==> config.mk <==
export PLATFORM = sky130hd
export DESIGN_NAME = sme_engine
export DESIGN_NICKNAME = d
export VERILOG_FILES = /design/src/sme_pkg.sv /design/src/sme_msg_if.sv /design/src/sme_engine.sv /design/src/sme_word_mem.sv
export SDC_FILE = /design/constraint.sdc
export NUM_CORES = 2
export LEC_CHECK = 0
export BUFFER_PORTS_ARGS = -buffer_cell sky130_fd_sc_hd__buf_2
export CAP_MARGIN = 20
export CORE_MARGIN = 4
export CORE_UTILIZATION = 30
export CTS_CLUSTER_DIAMETER = 200
export DETAILED_ROUTE_END_ITERATION = 8
export PLACE_DENSITY = 0.56
export SLEW_MARGIN = 15
export SYNTH_ARGS = -nofsm -noshare
export SYNTH_HDL_FRONTEND = slang
export SYNTH_SLANG_ARGS = --single-unit
export TNS_END_PERCENT = 30
==> constraint.sdc <==
create_clock -name i_clk -period 49 [get_ports i_clk]
set_input_delay 4.9 -clock i_clk [delete_from_list [all_inputs] [get_ports i_clk]]
set_output_delay 4.9 -clock i_clk [all_outputs]
set_load 0.02 [all_outputs]
==> src/sme_pkg.sv <==
// Package of constants and types for the SHA-1 authentication code engine
package sme_pkg;
  localparam int unsigned WORD_W      = 32;
  localparam int unsigned MSG_WORDS   = 16;
  localparam int unsigned ROUNDS      = 80;
  localparam int unsigned SP_BYTES    = 32;
  localparam int unsigned SP_ADDR_W   = 5;
  localparam logic [31:0] INIT_A      = 32'h67452301;
  localparam logic [31:0] INIT_B      = 32'hEFCDAB89;
  localparam logic [31:0] INIT_C      = 32'h98BADCFE;
  localparam logic [31:0] INIT_D      = 32'h10325476;
  localparam logic [31:0] INIT_E      = 32'hC3D2E1F0;
  localparam logic [31:0] RC_CHOOSE   = 32'h5A827999;
  localparam logic [31:0] RC_PARITY1  = 32'h6ED9EBA1;
  localparam logic [31:0] RC_MAJORITY = 32'h8F1BBCDC;
  localparam logic [31:0] RC_PARITY2  = 32'hCA62C1D6;
  localparam logic [6:0]  RND_LAST    = 7'h4F;
  localparam logic [6:0]  RND_G1      = 7'h14;
  localparam logic [6:0]  RND_G2      = 7'h28;
  localparam logic [6:0]  RND_G3      = 7'h3C;
  localparam logic [6:0]  RND_MSG     = 7'h10;
  localparam logic [6:0]  SECRET_LO   = 7'h00;
  localparam logic [6:0]  SECRET_HI   = 7'h0C;
  localparam logic [4:0]  FULL_FIRST  = 5'h08;
  localparam logic [4:0]  FULL_LAST   = 5'h1B;
  localparam logic [4:0]  PART_LAST   = 5'h1F;
  typedef enum logic [1:0] {
    SME_IDLE  = 2'b00,
    SME_ROUND = 2'b01,
    SME_WRITE = 2'b11
  } sme_state_t;
endpackage

==> src/sme_msg_if.sv <==
// Interface carrying the message word window between engine and word memory
`timescale 1ns/1ps
`default_nettype none
interface sme_msg_if;
  logic        wr_en;
  logic [3:0]  wr_idx;
  logic [31:0] wr_data;
  logic [3:0]  rd_idx;
  logic [31:0] rd_data;
  modport ctrl (output wr_en, output wr_idx, output wr_data, output rd_idx, input rd_data);
  modport mem  (input wr_en, input wr_idx, input wr_data, input rd_idx, output rd_data);
endinterface
`default_nettype wire

==> src/sme_engine.sv <==
// SHA-1 authentication code engine: load, 80 rounds, scratchpad write-back
`timescale 1ns/1ps
`default_nettype none
module sme_engine
  import sme_pkg::*;
(
  input  wire logic        i_clk,          // System clock, 10 MHz
  input  wire logic        i_rst,          // Asynchronous reset, high
  input  wire logic        i_word_valid,   // Message word strobe
  input  wire logic [3:0]  i_word_idx,     // Message word index 0..15
  input  wire logic [31:0] i_message_input_word, // Message word data
  input  wire logic        i_start,        // Start pulse
  input  wire logic        i_secret_mode,  // 1: partial repeated code
  input  wire logic        i_first_secret, // 1: secret words read as zero
  output logic             o_busy,         // Engine running
  output logic             o_done,         // One-cycle completion pulse
  output logic             o_sp_we,        // Scratchpad byte write strobe
  output logic [4:0]       o_sp_addr,      // Scratchpad byte offset
  output logic [7:0]       o_sp_data,      // Scratchpad byte data
  output logic [159:0]     o_mac           // Final code A..E
);
  sme_msg_if msg ();

  sme_state_t  state, next_state;
  logic [31:0] a, b, c, d, e, next_a, next_b, next_c, next_d, next_e;
  logic [31:0] w [MSG_WORDS];
  logic [31:0] next_w [MSG_WORDS];
  logic [6:0]  rnd, next_rnd;
  logic        mode, next_mode;
  // Run reads the two secret words as zero
  logic        first, next_first;
  logic        busy, next_busy, done, next_done;
  logic        we, next_we;
  logic [4:0]  addr, next_addr;
  logic [7:0]  data, next_data;
  logic [159:0] mac, next_mac;
  logic [31:0] round_temp_sum, wt, fval, kval;

  // Left rotate within a word; n stays between 1 and 31 at every use
  function automatic logic [31:0] rotl(input logic [31:0] x, input int unsigned n);
    rotl = (x << n) | (x >> (WORD_W - n));
  endfunction

  // Byte of the result for a scratchpad offset in either layout
  function automatic logic [7:0] out_byte(input logic [159:0] m, input logic [4:0] ad,
                                          input logic pm);
    logic [4:0] rel;
    logic [2:0] wsel;
    rel = ad - FULL_FIRST;
    wsel = pm ? {2'b00, ad[2]} : 3'(rel[4:2]);
    out_byte = 8'h00;
    case (wsel)
      3'd0: out_byte = m[8*ad[1:0] +: 8];          // E
      3'd1: out_byte = m[32 + 8*ad[1:0] +: 8];     // D
      3'd2: out_byte = m[64 + 8*ad[1:0] +: 8];     // C
      3'd3: out_byte = m[96 + 8*ad[1:0] +: 8];     // B
      3'd4: out_byte = m[128 + 8*ad[1:0] +: 8];    // A
      default: out_byte = 8'h00;
    endcase
  endfunction

  // Message words land in the word memory only while idle; words offered
  // during a run are dropped so the stored block survives for the next start
  assign msg.wr_en   = i_word_valid && (state == SME_IDLE);
  assign msg.wr_idx  = i_word_idx;
  assign msg.wr_data = i_message_input_word;
  // Read index runs one round ahead because the memory read is registered
  assign msg.rd_idx  = next_rnd[3:0];

  sme_word_mem u_mem (
    .i_clk (i_clk),
    .i_rst (i_rst),
    .bus   (msg)
  );

  // Round word, function, constant and temporary sum; rounds 0-15 take the
  // stored words straight from the memory, except that a first-secret run takes zero
  // at rounds 0 and 12, and the rolling window collects them so that from round 16
  // it holds the last sixteen schedule words
  always_comb begin
    if (rnd < RND_MSG) begin
      wt = msg.rd_data;
      if (first && (rnd == SECRET_LO || rnd == SECRET_HI)) begin
        wt = 32'h00000000;
      end
    end else begin
      wt = rotl(w[13] ^ w[8] ^ w[2] ^ w[0], 1);
    end
    if (rnd < RND_G1) begin
      fval = (b & c) | (~b & d);
      kval = RC_CHOOSE;
    end else if (rnd < RND_G2) begin
      fval = b ^ c ^ d;
      kval = RC_PARITY1;
    end else if (rnd < RND_G3) begin
      fval = (b & c) | (b & d) | (c & d);
      kval = RC_MAJORITY;
    end else begin
      fval = b ^ c ^ d;
      kval = RC_PARITY2;
    end
    round_temp_sum = rotl(a, 5) + fval + wt + kval + e;
  end

  // Next-state logic for the whole engine
  always_comb begin
    // Hold everything except done and the write strobe, which default low, unless a state below moves it
    next_state = state;
    next_a = a;
    next_b = b;
    next_c = c;
    next_d = d;
    next_e = e;
    for (int i = 0; i < MSG_WORDS; i++) next_w[i] = w[i];
    next_rnd = rnd;
    next_mode = mode;
    next_first = first;
    next_busy = busy;
    next_done = 1'b0;
    next_we = 1'b0;
    next_addr = addr;
    next_data = data;
    next_mac = mac;
    case (state)
      SME_IDLE: begin
        if (i_start) begin
          // Chaining values restart from the fixed constants on every run
          next_a = INIT_A;
          next_b = INIT_B;
          next_c = INIT_C;
          next_d = INIT_D;
          next_e = INIT_E;
          next_rnd = 7'd0;
          next_mode = i_secret_mode;
          next_first = i_first_secret;
          next_busy = 1'b1;
          next_state = SME_ROUND;
        end
      end
      SME_ROUND: begin
        // Window drops its oldest word and takes this round's word
        for (int i = 0; i < MSG_WORDS - 1; i++) next_w[i] = w[i+1];
        next_w[MSG_WORDS-1] = wt;
        next_e = d;
        next_d = c;
        next_c = rotl(b, 30);
        next_b = a;
        next_a = round_temp_sum;
        next_rnd = rnd + 7'd1;
        if (rnd == RND_LAST) begin
          next_mac = {round_temp_sum, a, rotl(b, 30), c, d};
          next_addr = mode ? 5'h00 : FULL_FIRST;
          next_state = SME_WRITE;
        end
      end
      SME_WRITE: begin
        next_we = 1'b1;
        next_data = out_byte(mac, addr, mode);
        next_addr = addr + 5'd1;
        // Done and the last byte leave together; busy drops at the same edge
        if (addr == (mode ? PART_LAST : FULL_LAST)) begin
          next_busy = 1'b0;
          next_done = 1'b1;
          next_state = SME_IDLE;
        end
      end
      default: next_state = SME_IDLE;
    endcase
  end

  // Registers; the write address output lags one cycle behind addr
  // so that it lines up with the byte computed from addr in the same cycle
  logic [4:0] sp_addr_q, next_sp_addr;
  assign next_sp_addr = addr;
  always_ff @(posedge i_clk or posedge i_rst) begin
    if (i_rst) begin
      state <= SME_IDLE;
      a <= 32'h0;
      b <= 32'h0;
      c <= 32'h0;
      d <= 32'h0;
      e <= 32'h0;
      for (int i = 0; i < MSG_WORDS; i++) w[i] <= 32'h0;
      rnd <= 7'h0;
      mode <= 1'b0;
      first <= 1'b0;
      busy <= 1'b0;
      done <= 1'b0;
      we <= 1'b0;
      addr <= 5'h0;
      sp_addr_q <= 5'h0;
      data <= 8'h0;
      mac <= 160'h0;
    end else begin
      state <= next_state;
      a <= next_a;
      b <= next_b;
      c <= next_c;
      d <= next_d;
      e <= next_e;
      for (int i = 0; i < MSG_WORDS; i++) w[i] <= next_w[i];
      rnd <= next_rnd;
      mode <= next_mode;
      first <= next_first;
      busy <= next_busy;
      done <= next_done;
      we <= next_we;
      addr <= next_addr;
      sp_addr_q <= next_sp_addr;
      data <= next_data;
      mac <= next_mac;
    end
  end

  // Outputs straight from flip-flops
  assign o_busy    = busy;
  assign o_done    = done;
  assign o_sp_we   = we;
  assign o_sp_addr = sp_addr_q;
  assign o_sp_data = data;
  assign o_mac     = mac;
endmodule
`default_nettype wire

==> src/sme_word_mem.sv <==
// Sixteen-word memory holding the message window with a registered read port
`timescale 1ns/1ps
`default_nettype none
module sme_word_mem
  import sme_pkg::*;
(
  input  wire logic i_clk,     // System clock
  input  wire logic i_rst,     // Asynchronous reset, high
  sme_msg_if.mem    bus        // Word window port
);
  logic [31:0] mem [MSG_WORDS];
  logic [31:0] rd_q;

  // Write and registered read; no reset on storage
  always_ff @(posedge i_clk) begin
    if (bus.wr_en) begin
      mem[bus.wr_idx] <= bus.wr_data;
    end
  end

  always_ff @(posedge i_clk or posedge i_rst) begin
    if (i_rst) begin
      rd_q <= 32'h0;
    end else begin
      rd_q <= mem[bus.rd_idx];
    end
  end

  assign bus.rd_data = rd_q;
endmodule
`default_nettype wire
==> flow_summary.ini <==
[clocking]
htreeDepth = 4
ctsHoldBuffers = 0
post_cts_buffers = 0
cts_tree = yes
clk_path_buf_depth = 3
cts_buffers = 146
clock_latency_ns = 0.78
path_clk_slew_ns = 0.06
cts_resized = 0
numClockSinks = 1408
cts_root_buffer = clkbuf_16

[placed_design]
gp_congestion = 0.889
dp_hpwl_um = 106000
port_buffers = 217
place_worst_setup_slack_ns = 40.08
placedCellCount = 8416
place_area_um2 = 64400

[sta]
setup_ws_ns = 40.76
relSlewSlack = 0.209
holdWs_ns = 0.458
worstMarginPinSlew_ns = 1.18
period_minus_slack_ns = 8.24
finalHoldViolations = 0
setup_viol = 0
finClkSkew_ns = 0.0215
max_freq_ghz = 0.121
drv_slew = 0
fin_crit_sh = 0.168
rsz0062_at_grt = false
tns_ns = 0

[floorplan]
die_h_um = 457
die_x_um = 457
core_um2 = 200000
start_util = 0.302
die-area_um2 = 209000
num_rows = 164
io_pins = 218

[yosys]
syn_inst = 5808
ys_top_cells_by_area = dfrtp_1, edfxtp_1, nand2_1
synth_top_area_cell = dfrtp_1
synth_edf_count = 512
syn_area_per_cell_um2 = 10.4
syn_area_um2 = 60500
netlist.area_leader.share = 0.370
ys_ff_latch = 1408
synth-async-reset-ratio = 0.636
yosysUniqueCellTypes = 73
synth_nets = 6011
ys_seq_area_frac = 0.624
synth_most_common_cell = nand2_1
ys.flop_type = dfrtp_1
synth-warning-count = 0
yosys-top-cells-count = nand2_1, dfrtp_1, edfxtp_1

[global_route]
grt_max_degree = 201
grt_first_pass_wirelength_um = 261000
grt_antenna_before_repair = 18
track_usage = 0.161
gr-total-overflow = 0
grt_pass1_vias = 40900

[route]
ant_nets = 0
vias_per_cell = 4.86
wire_per_inst_um = 19.6
postRouteWirelength_um = 171000
route.vias.total = 42300
drtIter0Drc = 4273
first_pass_iters = 6
drcViolationCount = 0

[cells_and_area]
final_area_um2 = 69400
area_growth_pct = 14.6
final_nets = 6113
final_util = 0.346
drive_gt1_frac = 0.0996
fillers = 20200
stdcell_count = 8696
multiInputGateArea_um2 = 21000
register_area_um2 = 37800

[worst_setup_path]
endpoint_kind = register
worstPathArrival_ns = 8.92
start_kind = input port
path_max_fanout = 125
path_class = in2reg
required_ns = 49.67

[flow_run]
maxCapViolations = 0

[pwr]
power.ir.vdd_worst_uv = 85.7
p_per_area_nw_per_um2 = 65.4
power_mw = 4.54
leakagePower_nw = 31.5

[run_status]
status = finished, final reports clean

[worst_hold_path]
hold_class = reg2reg
-- placed cells by master, fill, tap and decap left out, types with 36 or more instances in the layout --
master / count
xnor2_1: 119
o21ai_0: 90
nand3_1: 288
clkbuf_1: 36
a31oi_1: 44
fa_1: 120
a21oi_1: 55
o22a_1: 53
buf_4: 66
inv_1: 163
a311oi_1: 64
a22o_1: 56
buf_2: 219
edfxtp_1: 512
nor2_1: 106
ha_1: 41
and3_1: 38
nand2_1: 2465
clkbuf_16: 152
dfrtp_1: 896
-- cell families (layout without fill, tap and decap cells) --
| group | after synthesis | after routing | share of synthesized area |
|---|---|---|---|
| buffers and inverters | 506 | 725 | 0.0322 |
| AO/OA/AOI/OAI | 555 | 555 | 0.0683 |
| adder cells (fa/ha/maj) | 161 | 161 | 0.0482 |
| multiplexers | 74 | 74 | 0.0141 |
| AND/OR/NAND/NOR | 2977 | 2977 | 0.195 |
| XOR/XNOR | 127 | 127 | 0.0184 |
| other | 0 | 13 | 0 |
| flip-flops | 1408 | 1408 | 0.624 |
-- critical path, cell delays in order --
cell,delay (ns)
buf_2,0.15
o21bai_4,0.13
nand2_1,0.06
a21boi_4,0.14
buf_4,0.32
inv_6,0.75
buf_4,0.87
buf_4,0.58
nand2_1,0.09
and3_1,0.17
a311oi_1,0.25
a311oi_1,0.08
a31oi_1,0.21
-- power by group --
group	internal (mW)	switching, mW	total (mW)	leakage, nW
combinational	0.823	1.16	1.98	12.8
sequential	1.32	0.119	1.44	16.3
clock	0.656	0.469	1.13	2.37
total	2.80	1.74	4.54	31.5
-- layer usage --
metal / track usage / wire length, µm / share of wire
met3: 0.0263 / 9510 / 0.056
met5: 0 / 27 / 0.00016
met2: 0.250 / 77700 / 0.46
met4: 0.0483 / 4390 / 0.026
met1: 0.230 / 79000 / 0.46
-- final timing paths --
check / cells past startpoint / endpoint / slack [ns] / from
worst max-delay path: 13 / u_mem.bus.rd_data[8]$_DFF_PP0_ / 40.76 / i_start
worst min-delay path: 2 / w[80]$_DFFE_PP0P_ / 0.46 / w[48]$_DFFE_PP0P_
worst max register to register: 22 / a[21]$_DFFE_PP0P_ / 41.16 / rnd[3]$_DFF_PP0_
worst min register to register: 2 / w[80]$_DFFE_PP0P_ / 0.46 / w[48]$_DFFE_PP0P_
max in group asynchronous: 4 / o_mac[13]$_DFFE_PP0P_ / 42.31 / i_rst
min in group asynchronous: 2 / w[374]$_DFFE_PP0P_ / 4.32 / i_rst
-- registers in the layout, indices dropped and copies added (netlist names), 7 cells and up --
register / flops
u_mem.mem: 512
w: 512
o_mac: 160
a: 32
b: 32
c: 32
d: 32
e: 32
u_mem.bus.rd_data: 32
o_sp_data: 8
rnd: 7
-- layout make-up --
type                            count  share of cell area
Antenna cell                       13            0.000469
Clock buffer                      213              0.0616
Sequential cell                  1408               0.545
Inverter                          169             0.00940
Clock inverter                     52             0.00830
Multi-Input combinational cell   3894               0.303
Tap cell                         2656              0.0479
Timing Repair Buffer              291              0.0248
(Power assumes the default switching activity.)
